==> config.mk <==
export PLATFORM = sky130hd
export DESIGN_NAME = wdd_decode
export DESIGN_NICKNAME = d
export VERILOG_FILES = /design/src/wdd_pkg.sv /design/src/wdd_pair_decode.sv /design/src/wdd_decode.sv
export SDC_FILE = /design/constraint.sdc
export NUM_CORES = 1
export LEC_CHECK = 0
export ABC_AREA = 1
export ABC_CLOCK_PERIOD_IN_PS = 1000
export CORE_UTILIZATION = 29
export DETAILED_ROUTE_END_ITERATION = 12
export DONT_BUFFER_PORTS = 1
export GPL_TIMING_DRIVEN = 0
export MAX_ROUTING_LAYER = met4
export PLACE_DENSITY_LB_ADDON = 0.1
export SETUP_SLACK_MARGIN = 0.05
export SLEW_MARGIN = 40
export SYNTH_ARGS = -nofsm -noshare
export SYNTH_HDL_FRONTEND = slang
export SYNTH_SLANG_ARGS = --single-unit
==> constraint.sdc <==
create_clock -name clk_sys -period 1 [get_ports clk_sys]
set_input_delay 0.2 -clock clk_sys [delete_from_list [all_inputs] [get_ports clk_sys]]
set_output_delay 0.2 -clock clk_sys [all_outputs]
set_load 0.05 [all_outputs]
==> src/wdd_pkg.sv <==
package wdd_pkg;

  // Opcode groups in the first halfword, bits 15:9
  localparam logic [6:0] PAIR_GROUP = 7'h74;
  localparam logic [6:0] DP_GROUP = 7'h75;

  // Field positions in the first halfword
  localparam int GRP_HI = 15;
  localparam int GRP_LO = 9;
  localparam int PAIR_SEL_BIT = 8;
  localparam int OFFSET_DIR_BIT = 7;
  localparam int PAIR_MID_BIT = 6;
  localparam int PAIR_IDX_BIT = 5;
  localparam int XFER_DIR_BIT = 4;
  localparam int OPC_HI = 8;
  localparam int OPC_LO = 5;
  localparam int FLAG_BIT = 4;
  localparam int BASE_HI = 3;
  localparam int BASE_LO = 0;

  // Field positions in the second halfword
  localparam int XFER1_HI = 15;
  localparam int XFER1_LO = 12;
  localparam int XFER2_HI = 11;
  localparam int XFER2_LO = 8;
  localparam int OFFS_HI = 7;
  localparam int OFFS_LO = 0;
  localparam int SH3_HI = 14;
  localparam int SH3_LO = 12;
  localparam int SH2_HI = 7;
  localparam int SH2_LO = 4;

  // Special field values
  localparam logic [3:0] REG_ALL_ONES = 4'hf;
  localparam logic [3:0] REG_STACK = 4'hd;
  localparam logic [6:0] SPEC_ROT_EXT = 7'h03;
  localparam logic [15:0] GATEWAY_HW2 = 16'he97f;

  // Opcode values of the shifted-register class
  localparam logic [3:0] OPC_CONJ = 4'h0;
  localparam logic [3:0] OPC_CLEAR = 4'h1;
  localparam logic [3:0] OPC_INCL_OR = 4'h2;
  localparam logic [3:0] OPC_OR_NOT = 4'h3;
  localparam logic [3:0] OPC_XOR = 4'h4;
  localparam logic [3:0] OPC_HOLE_A = 4'h5;
  localparam logic [3:0] OPC_PACK = 4'h6;
  localparam logic [3:0] OPC_HOLE_B = 4'h7;
  localparam logic [3:0] OPC_SUM = 4'h8;
  localparam logic [3:0] OPC_HOLE_C = 4'h9;
  localparam logic [3:0] OPC_SUM_CARRY = 4'ha;
  localparam logic [3:0] OPC_DIFF_BORROW = 4'hb;
  localparam logic [3:0] OPC_HOLE_D = 4'hc;
  localparam logic [3:0] OPC_DIFF = 4'hd;

  // Reset values of the output stage
  localparam logic [3:0] RST_REG = 4'h0;
  localparam logic [7:0] RST_OFFS = 8'h00;
  localparam logic [6:0] RST_SPEC = 7'h00;

  typedef enum logic [4:0] {
    OP_NONE,
    OP_PAIR_STORE,
    OP_PAIR_LOAD,
    OP_SECURE_ENTRY_GATEWAY,
    OP_BITWISE_CONJ,
    OP_BITWISE_CONJ_FLAGS,
    OP_CONJ_TEST,
    OP_BIT_CLEAR,
    OP_INCLUSIVE_OR,
    OP_INCLUSIVE_OR_FLAGS,
    OP_REG_COPY,
    OP_REG_COPY_FLAGS,
    OP_OR_NOT,
    OP_OR_NOT_FLAGS,
    OP_INVERTED_COPY,
    OP_INVERTED_COPY_FLAGS,
    OP_EXCLUSIVE_OR,
    OP_EXCLUSIVE_OR_FLAGS,
    OP_EQUIVALENCE_TEST,
    OP_PACK_BOTTOM_TOP,
    OP_PACK_TOP_BOTTOM,
    OP_SUM,
    OP_SUM_FLAGS,
    OP_NEGATIVE_COMPARE,
    OP_SUM_WITH_CARRY,
    OP_DIFFERENCE_WITH_BORROW,
    OP_DIFFERENCE
  } wdd_op_t;

endpackage

==> src/wdd_pair_decode.sv <==
`timescale 1ns/1ps

// Doubleword transfer and gateway decode, purely combinational
module wdd_pair_decode (
  input wire logic [15:0] hw1,
  input wire logic [15:0] hw2,
  output wdd_pkg::wdd_op_t pair_op,
  output logic pair_hit,
  output logic pair_undef,
  output logic pair_other,
  output logic pair_pre_index
);

  // Group selectors; the literal form is decoded elsewhere
  wire in_group = (hw1[wdd_pkg::GRP_HI:wdd_pkg::GRP_LO] == wdd_pkg::PAIR_GROUP)
    && hw1[wdd_pkg::PAIR_SEL_BIT] && hw1[wdd_pkg::PAIR_MID_BIT];
  wire pre_grp = in_group && hw1[wdd_pkg::PAIR_IDX_BIT];
  wire imm_grp = in_group && !hw1[wdd_pkg::PAIR_IDX_BIT];
  wire base_ones = hw1[wdd_pkg::BASE_HI:wdd_pkg::BASE_LO] == wdd_pkg::REG_ALL_ONES;
  wire load_dir = hw1[wdd_pkg::XFER_DIR_BIT];

  // Gateway needs offset_direction 0, xfer_direction 1 and the exact halfword
  wire gate_hit = pre_grp && base_ones && !hw1[wdd_pkg::OFFSET_DIR_BIT] && load_dir
    && (hw2 == wdd_pkg::GATEWAY_HW2);
  wire imm_hit = imm_grp && !base_ones;
  wire pre_hit = pre_grp && !base_ones;
  wire xfer_hit = imm_hit || pre_hit;

  // Other all-ones combinations in the pre-indexed group are unpredictable
  assign pair_undef = pre_grp && base_ones && !gate_hit;
  assign pair_other = imm_grp && base_ones; // Literal form, another decoder
  assign pair_hit = xfer_hit || gate_hit;
  assign pair_pre_index = pre_hit;
  assign pair_op = gate_hit ? wdd_pkg::OP_SECURE_ENTRY_GATEWAY :
    !xfer_hit ? wdd_pkg::OP_NONE :
    load_dir ? wdd_pkg::OP_PAIR_LOAD : wdd_pkg::OP_PAIR_STORE;

endmodule

==> src/wdd_decode.sv <==
`timescale 1ns/1ps

module wdd_decode (
  input wire logic clk_sys,
  input wire logic reset_n,
  input wire logic insn_valid,
  input wire logic [15:0] insn_hw1,
  input wire logic [15:0] insn_hw2,
  output logic dec_valid_q,
  output wdd_pkg::wdd_op_t dec_op_q,
  output logic dec_undef_q,
  output logic dec_other_q,
  output logic dec_rot_ext_q,
  output logic dec_stack_form_q,
  output logic dec_pre_index_q,
  output logic dec_offset_up_q,
  output logic [3:0] dec_base_q,
  output logic [3:0] dec_first_q,
  output logic [3:0] dec_second_q,
  output logic [7:0] dec_offset_q,
  output logic [6:0] dec_shift_q
);

  // Shifted-register op select; NONE means no operation from this class
  function automatic wdd_pkg::wdd_op_t dp_op(
    input logic [3:0] opc,
    input logic flg,
    input logic [3:0] src_reg,
    input logic [3:0] dst_reg,
    input logic [6:0] spec
  );
    logic src_ones;
    logic dst_ones;
    // All-ones register fields pick the copy, test and compare rows
    src_ones = (src_reg == wdd_pkg::REG_ALL_ONES);
    dst_ones = (dst_reg == wdd_pkg::REG_ALL_ONES);
    dp_op = wdd_pkg::OP_NONE;
    // Unlisted fields of each row are simply not looked at
    unique case (opc)
      wdd_pkg::OPC_CONJ: begin
        if (!flg) begin
          dp_op = wdd_pkg::OP_BITWISE_CONJ;
        end else begin
          dp_op = dst_ones ? wdd_pkg::OP_CONJ_TEST : wdd_pkg::OP_BITWISE_CONJ_FLAGS;
        end
      end
      wdd_pkg::OPC_CLEAR: begin
        dp_op = wdd_pkg::OP_BIT_CLEAR;
      end
      wdd_pkg::OPC_INCL_OR: begin
        if (src_ones) begin
          dp_op = flg ? wdd_pkg::OP_REG_COPY_FLAGS : wdd_pkg::OP_REG_COPY;
        end else begin
          dp_op = flg ? wdd_pkg::OP_INCLUSIVE_OR_FLAGS : wdd_pkg::OP_INCLUSIVE_OR;
        end
      end
      wdd_pkg::OPC_OR_NOT: begin
        if (src_ones) begin
          dp_op = flg ? wdd_pkg::OP_INVERTED_COPY_FLAGS : wdd_pkg::OP_INVERTED_COPY;
        end else begin
          dp_op = flg ? wdd_pkg::OP_OR_NOT_FLAGS : wdd_pkg::OP_OR_NOT;
        end
      end
      wdd_pkg::OPC_XOR: begin
        if (!flg) begin
          dp_op = wdd_pkg::OP_EXCLUSIVE_OR;
        end else begin
          dp_op = dst_ones ? wdd_pkg::OP_EQUIVALENCE_TEST :
            wdd_pkg::OP_EXCLUSIVE_OR_FLAGS;
        end
      end
      wdd_pkg::OPC_PACK: begin
        // Only the flag-clear even encodings are allocated
        if (!flg && !spec[0]) begin
          dp_op = spec[1] ? wdd_pkg::OP_PACK_TOP_BOTTOM : wdd_pkg::OP_PACK_BOTTOM_TOP;
        end
      end
      wdd_pkg::OPC_SUM: begin
        if (!flg) begin
          dp_op = wdd_pkg::OP_SUM;
        end else begin
          dp_op = dst_ones ? wdd_pkg::OP_NEGATIVE_COMPARE : wdd_pkg::OP_SUM_FLAGS;
        end
      end
      wdd_pkg::OPC_SUM_CARRY: begin
        dp_op = wdd_pkg::OP_SUM_WITH_CARRY;
      end
      wdd_pkg::OPC_DIFF_BORROW: begin
        dp_op = wdd_pkg::OP_DIFFERENCE_WITH_BORROW;
      end
      wdd_pkg::OPC_DIFF: begin
        if (!flg && src_reg != wdd_pkg::REG_STACK) begin
          dp_op = wdd_pkg::OP_DIFFERENCE;
        end
      end
      default: begin
        dp_op = wdd_pkg::OP_NONE;
      end
    endcase
  endfunction

  // Field extraction
  wire [3:0] opc = insn_hw1[wdd_pkg::OPC_HI:wdd_pkg::OPC_LO];
  wire flg = insn_hw1[wdd_pkg::FLAG_BIT];
  wire [3:0] base = insn_hw1[wdd_pkg::BASE_HI:wdd_pkg::BASE_LO];
  wire [3:0] xfer1 = insn_hw2[wdd_pkg::XFER1_HI:wdd_pkg::XFER1_LO];
  wire [3:0] xfer2 = insn_hw2[wdd_pkg::XFER2_HI:wdd_pkg::XFER2_LO];
  wire [7:0] offs = insn_hw2[wdd_pkg::OFFS_HI:wdd_pkg::OFFS_LO];
  wire [6:0] spec = {insn_hw2[wdd_pkg::SH3_HI:wdd_pkg::SH3_LO],
    insn_hw2[wdd_pkg::SH2_HI:wdd_pkg::SH2_LO]};

  // Shifted-register class selection
  wire dp_grp = insn_hw1[wdd_pkg::GRP_HI:wdd_pkg::GRP_LO] == wdd_pkg::DP_GROUP;
  wdd_pkg::wdd_op_t dp_sel;
  assign dp_sel = dp_op(opc, flg, base, xfer2, spec);
  // Holes are whole opcodes plus the odd or flag-set pack rows
  wire dp_hole = (opc == wdd_pkg::OPC_HOLE_A) || (opc == wdd_pkg::OPC_HOLE_B)
    || (opc == wdd_pkg::OPC_HOLE_C) || (opc == wdd_pkg::OPC_HOLE_D)
    || (opc == wdd_pkg::OPC_PACK && (flg || spec[0]));
  wire dp_undef = dp_grp && dp_hole;
  // A hit is any row that names an operation
  wire dp_hit = dp_grp && (dp_sel != wdd_pkg::OP_NONE);
  // Opcodes 1110, 1111 and the other 1101 rows belong to neighbouring logic
  wire dp_other = dp_grp && !dp_hole && !dp_hit;
  // Stack form only marks the sum rows; subtract rows never set it
  wire dp_stack = (opc == wdd_pkg::OPC_SUM) && (base == wdd_pkg::REG_STACK)
    && (dp_sel == wdd_pkg::OP_SUM || dp_sel == wdd_pkg::OP_SUM_FLAGS);
  // Marker only; execute ignores it for ops that take no shift
  wire dp_rot_ext = spec == wdd_pkg::SPEC_ROT_EXT;

  // Doubleword and gateway slice
  wdd_pkg::wdd_op_t pair_op;
  logic pair_hit;
  logic pair_undef;
  logic pair_other;
  logic pair_pre_index;

  // Slice flags are already exclusive, so no extra gating here
  wdd_pair_decode u_pair (
    .hw1(insn_hw1),
    .hw2(insn_hw2),
    .pair_op(pair_op),
    .pair_hit(pair_hit),
    .pair_undef(pair_undef),
    .pair_other(pair_other),
    .pair_pre_index(pair_pre_index)
  );

  // Merge; groups are disjoint so no priority is needed
  wdd_pkg::wdd_op_t op_d;
  assign op_d = pair_hit ? pair_op : (dp_hit ? dp_sel : wdd_pkg::OP_NONE);
  wire undef_d = insn_valid && (pair_undef || dp_undef);
  // Unclaimed encodings go to neighbouring decoders, not to the trap
  wire other_d = insn_valid && (pair_other || dp_other || !(pair_hit || dp_hit
    || pair_undef || dp_undef));
  // Undefined encodings never issue an operation
  wire issue_d = insn_valid && (pair_hit || dp_hit);
  // Shifted-register ops carry the destination in the first slot
  wire [3:0] first_d = dp_hit ? xfer2 : xfer1;
  wire [3:0] second_d = dp_hit ? wdd_pkg::RST_REG : xfer2;
  // Unused fields read zero so stale bits never reach execute
  wire [7:0] offs_d = pair_hit ? offs : wdd_pkg::RST_OFFS;
  wire [6:0] spec_d = dp_hit ? spec : wdd_pkg::RST_SPEC;

  // Control outputs; one cycle of latency keeps outputs off raw logic
  always_ff @(posedge clk_sys or negedge reset_n) begin
    if (!reset_n) begin
      dec_valid_q <= 1'b0;
      dec_op_q <= wdd_pkg::OP_NONE;
      dec_undef_q <= 1'b0;
      dec_other_q <= 1'b0;
      dec_rot_ext_q <= 1'b0;
      dec_stack_form_q <= 1'b0;
      dec_pre_index_q <= 1'b0;
      dec_offset_up_q <= 1'b0;
    end else begin
      dec_valid_q <= issue_d;
      dec_op_q <= issue_d ? op_d : wdd_pkg::OP_NONE;
      dec_undef_q <= undef_d;
      dec_other_q <= other_d;
      dec_rot_ext_q <= issue_d && dp_hit && dp_rot_ext;
      dec_stack_form_q <= issue_d && dp_hit && dp_stack;
      dec_pre_index_q <= issue_d && pair_pre_index;
      dec_offset_up_q <= issue_d && pair_hit && insn_hw1[wdd_pkg::OFFSET_DIR_BIT];
    end
  end

  // Operand fields ride along with the op
  always_ff @(posedge clk_sys or negedge reset_n) begin
    if (!reset_n) begin
      dec_base_q <= wdd_pkg::RST_REG;
      dec_first_q <= wdd_pkg::RST_REG;
      dec_second_q <= wdd_pkg::RST_REG;
      dec_offset_q <= wdd_pkg::RST_OFFS;
      dec_shift_q <= wdd_pkg::RST_SPEC;
    end else begin
      dec_base_q <= base;
      dec_first_q <= first_d;
      dec_second_q <= second_d;
      dec_offset_q <= offs_d;
      dec_shift_q <= spec_d;
    end
  end

endmodule

Word-level counts from Yosys, hierarchy flattened

Cells that the tools add are included.

Bits in registers: 39
Input port bits: 35
Output and inout bits: 39
Logic and storage cells: 117

Equal/unequal tests: 23
Multiplexer cells: 26
Reductions and logical operators: 55

Operators by type and width:

| kind                                                                   | number |
|---|---|
| 5-bit case mux with 10 select lines                                    | 1 |
| 4-bit equality test (second input constant)                            | 9 |
| 5-bit 2-to-1 mux                                                       | 7 |
| 1-bit logical AND                                                      | 30 |
| 16-bit equality test (second input constant)                           | 1 |
| 4-bit by 3-bit equality test with 1-bit output (second input constant) | 4 |
| 2-bit 2-to-1 mux                                                       | 8 |
| 7-bit equality test (second input constant)                            | 2 |
| 1-bit logical OR                                                       | 14 |
| 5-bit equality test (second input constant)                            | 2 |
| 1-bit logical NOT                                                      | 9 |
| 4-bit by 2-bit equality test with 1-bit output (second input constant) | 2 |
| 4-bit 2-to-1 mux                                                       | 2 |
| 8-bit 2-to-1 mux                                                       | 1 |
| 7-bit by 2-bit equality test with 1-bit output (second input constant) | 1 |
| 7-bit 2-to-1 mux                                                       | 1 |
| 1-bit 2-to-1 mux                                                       | 5 |
| 5-bit nonzero test                                                     | 1 |
| 4-bit by 1-bit equality test with 1-bit output (second input constant) | 1 |
| 4-bit logical NOT                                                      | 1 |
| 4-bit inequality test (second input constant)                          | 1 |
| 3-bit 2-to-1 mux                                                       | 1 |

Depth between registers and ports, before layout

Depth in word-level cells: 15
Depth in mapped cells: 12
Mapped depth without buffers: 11

Hierarchy

A second synthesis with hierarchy kept.

Cell total of the unflattened synthesis: 240
Area, all modules: 1940.6 sq um

Modules (own cells, without submodules):

| module          | times used | cells an instance | area each (sq um) | seq. area each (sq um) |
|---|---|---|---|---|
| wdd_decode      | 1          | 189               | 1696.6            | 975.9 |
| wdd_pair_decode | 1          | 51                | 244.0             | 0.0 |

Least setup slack after synthesis

Ideal clock, no wire load.

Path type: input port to flip-flop
Start point: input port insn_hw1[6]
End point: register dec_other_q
Setup time: 0.118 ns
Arrival: 1.188 ns
Data required time: 0.882 ns
Setup slack: -0.306 ns
Stages: 9
Path buffers: 2
Path through: buf_2 -> nand2_1 -> nor3_2 -> nand4_1 -> nor2_1 -> nor2_1 -> buf_2 -> nand3_1 -> nor2_1

Word-level cells in the longest chain between the ends: 13
Elaborated cells on any way between the ends: 48
Those cells by class: eq/ne: 13; mux: 1; reduce/logical: 34

RTL lines:

| what                                                                         | line              | source |
|---|---|---|
| from (decl)                                                                  | wdd_decode.sv:7   | `input wire logic [15:0] insn_hw1,` |
| branches (longest 11 deep; another with 5-bit case mux with 10 select lines) | -                 |  |
| 1-bit logical OR (*)                                                         | wdd_decode.sv:154 | `wire other_d = insn_valid && (pair_other \|\| dp_other \|\| !(pair_hit \|\| dp_hit` |
| 1-bit logical AND (*)                                                        | wdd_decode.sv:154 |  |
| net other_d                                                                  | wdd_decode.sv:154 |  |
| to (signal assigned)                                                         | wdd_decode.sv:180 | `dec_other_q <= other_d;` |
| to (decl)                                                                    | wdd_decode.sv:12  | `output logic dec_other_q,` |

Mark *: on every way through the listed nets, which the timed path passes.

Worst setup path after layout

Same ends and word-level chain as after synthesis.

==> run metrics <==
status=complete, but fails checks; violated checks=negative hold slack, negative setup slack; post-synth cell types=18; Worst-path clk slew=80 ps; final wirelength=roughly 4.7 mm; Routed Antenna Nets=0; Nets=282; synth warn=0; drt pass-1 iters=4; leading post-synthesis cells by cell area=dfrtp_1 (56%), nor2_1 (11%), nand2_1 (9.2%); post-synthesis mux area share=0%; Total Die Area=between 6000 and 7000 um2; adder-cell share of the synthesized area=0%; fraction of the mapped netlist area in simple logic gates=between 30% and 40%; EDFF count, synth=0; largest net degree at the start of global routing=40; slew margin rel.=72.7%; commonest cells in the netlist=nor2_1 (52), nand2_1 (43), dfrtp_1 (39); dpl ws=-484 ps; Hold Vio Cnt, Final=39; library cell with the highest instance count after synthesis=nor2_1; Post-DP Area=1900 um2; Setup CP Type=in -> reg; Tot Pwr=3.25 mW; RSZ-0062 raised after global routing=yes; peak supply drop=around 0.53 mV; clock buffer depth=2; GR peak layer=met2; Placed Cells=288; post-route cell area=2610 um2; syn avg cell area=8.09 um2; max-cap viol count=0; DP HPWL=3.26 mm; initial antenna violation count=0; Die Y-Extent=approximately 80 um; Initial Util=a little under a third; quantity of hold-fixing buffers added after cts=6; XOR/XNOR Fraction of Synth Area=0%; CP startpoint kind=input port; Clock Sinks=39; Root Driver=clkbuf_8; met2 Use GR=between 20% and 30%; slew at the pin with the worst max-slew slack=just over 400 ps; Mapped Cells=around 220; Routed wire per std cell=14.8 um; Crit path required time=1180 ps; Leak Pwr=1.20 nW; IO Count=74; IO Port Bufs=0; pwr dens=around 1200 nW/um2; ANT cells=0; Synth Net Count=251; Synth Area in Compound Gates=2.93%; Arr. time, crit path=1270 ps; vias in the first global route=1,422; first-pass GRT wire length=7.36 mm; Vias/cell=roughly 4.6; Non-Filler Instances=320; Final setup viols=46; H-tree Lvls=2; proportion of synthesized flip-flops having asynchronous set or reset=100%; combinational family with the most area after synthesis=simple AND/OR/NAND/NOR gates; DRC errors left=0; CTS buffer count=5; fmax=0.919 GHz; CTS tree=built; Crit. End Element=register; crit path time final=1090 ps; CP Max Fanout=7; GR Overflow Total=0; via count=around 1.5k; GRT met1 Usage=19.2%; final slew viol count=0; Synth top area share=55.8%; hold slack=-401 ps; dominant cell type by area after synthesis=dfrtp_1; Tot GR Track Use=between 10% and 20%; Final WS setup=-87.9 ps; Core ar.=between 5000 and 6000 um2; fraction of layout cells with a size suffix above 1=54.8%; Syn-to-layout area delta=49.5%; area of the mapped netlist=1750 um2; gpl congestion=roughly 0.85; met3 Resource Use GR=around 4.1%; Hold WC Path Type=in -> async; FILL cells=542; row count=27; post-synthesis sequential area ratio=a little under three fifths; Main synth FF type=dfrtp_1; DR iter-0 viols=50; fraction of the cycle the final worst path needs=109%; Die Wd=79.6 um; number of synthesized register bits=39
worst max-delay path, stage by stage:
cell     delay (ps)
buf_12          100
nand2_4          50
nor3_4          180
nand4_1         180
nor2_2          210
nor2_4          100
buf_6           150
nand3_2          50
nor2_1           30
flip-flops by register name, indices dropped and copies added, names as in the netlist:
signal,count
dec_op_q,5
dec_valid_q,1
dec_offset_q,8
dec_undef_q,1
dec_base_q,4
dec_shift_q,7
dec_offset_up_q,1
dec_second_q,4
dec_other_q,1
dec_first_q,4
dec_rot_ext_q,1
dec_stack_form_q,1
dec_pre_index_q,1
placed cells by master, fill, tap and decap left out, types with 6 or more instances in the layout:
master,netlist,final
dfrtp_2,0,39
nand2_1,43,31
inv_1,32,27
nor2_1,52,26
nor2_2,2,15
buf_4,0,14
nor2_4,0,13
nand3_1,15,10
nand2_4,1,8
clkbuf_8,0,7
nand2_2,2,6
nand4_1,6,6
dlygate4sd3_1,0,6
through the flow:
| stage | util (%) | TNS, ps |
|---|---|---|
| after floorplan | - | -5970 |
| after global placement | 33.7 | -13760 |
| after detailed placement | 33.7 | -13400 |
| after CTS | 40.9 | -1480 |
| after global routing | 46.3 | -3770 |
| final | 46.3 | -1220 |
kinds of logic (layout without fill, tap and decap cells):
| group | count (synthesis) | after routing |
|---|---|---|
| buffers and inverters | 38 | 70 |
| AOI/OAI and AO/OA | 8 | 8 |
| DFF | 39 | 39 |
| and+or+nand+nor | 131 | 131 |
layout make-up:
| class | instances | area [um2] | share of cell area, % |
|---|---|---|---|
| sequential | 39 | 1020 | 39.2 |
| multi-input combinational | 139 | 932 | 35.7 |
| timing repair buffer | 24 | 226 | 8.66 |
| inverter | 34 | 170 | 6.51 |
| clock buffer | 7 | 96.3 | 3.69 |
| tap | 72 | 90.1 | 3.45 |
| buffer | 4 | 66.3 | 2.54 |
| clock inverter | 1 | 7.51 | 0.287 |
what timing repair did:
item                                   in CTS  in global routing
setup buffers                               8                  8
resized for setup                          70                 66
endpoints found under the hold margin      45                 39
pin swaps                                  19                 26
setup endpoints to repair                  72                 74
gates cloned                                2                  0
routing by layer:
layer | part of all wire, % | up-vias
li1 | - | 721
met1 | 41 | 695
met2 | 52 | 44
met3 | 5.3 | 2
met4 | 0.72 | 0
met5 | 0 | -
how the worst max path moves through the flow:
stage / startpoint / end / slack, ps / depth (start not counted)
4_1_cts: insn_hw1[6] / dec_first_q[0] / -80 / 12
3_3_place_gp: insn_hw1[6] / dec_other_q / -510 / 9
3_5_place_dp: insn_hw1[6] / dec_other_q / -480 / 9
6_report: insn_hw1[6] / dec_other_q / -90 / 9
2_1_floorplan: insn_hw1[6] / dec_first_q[0] / -210 / 11
5_1_grt: insn_hw1[6] / dec_other_q / -150 / 9
report_power, final:
| group | internal [mW] | switching (mW) | total, mW |
|---|---|---|---|
| logic | 0.155 | 0.189 | 0.344 |
| clock network | 0.628 | 0.546 | 1.17 |
| registers | 1.61 | 0.118 | 1.73 |
| total | 2.39 | 0.854 | 3.25 |
No activity file was read; power rests on OpenSTA's default activity.
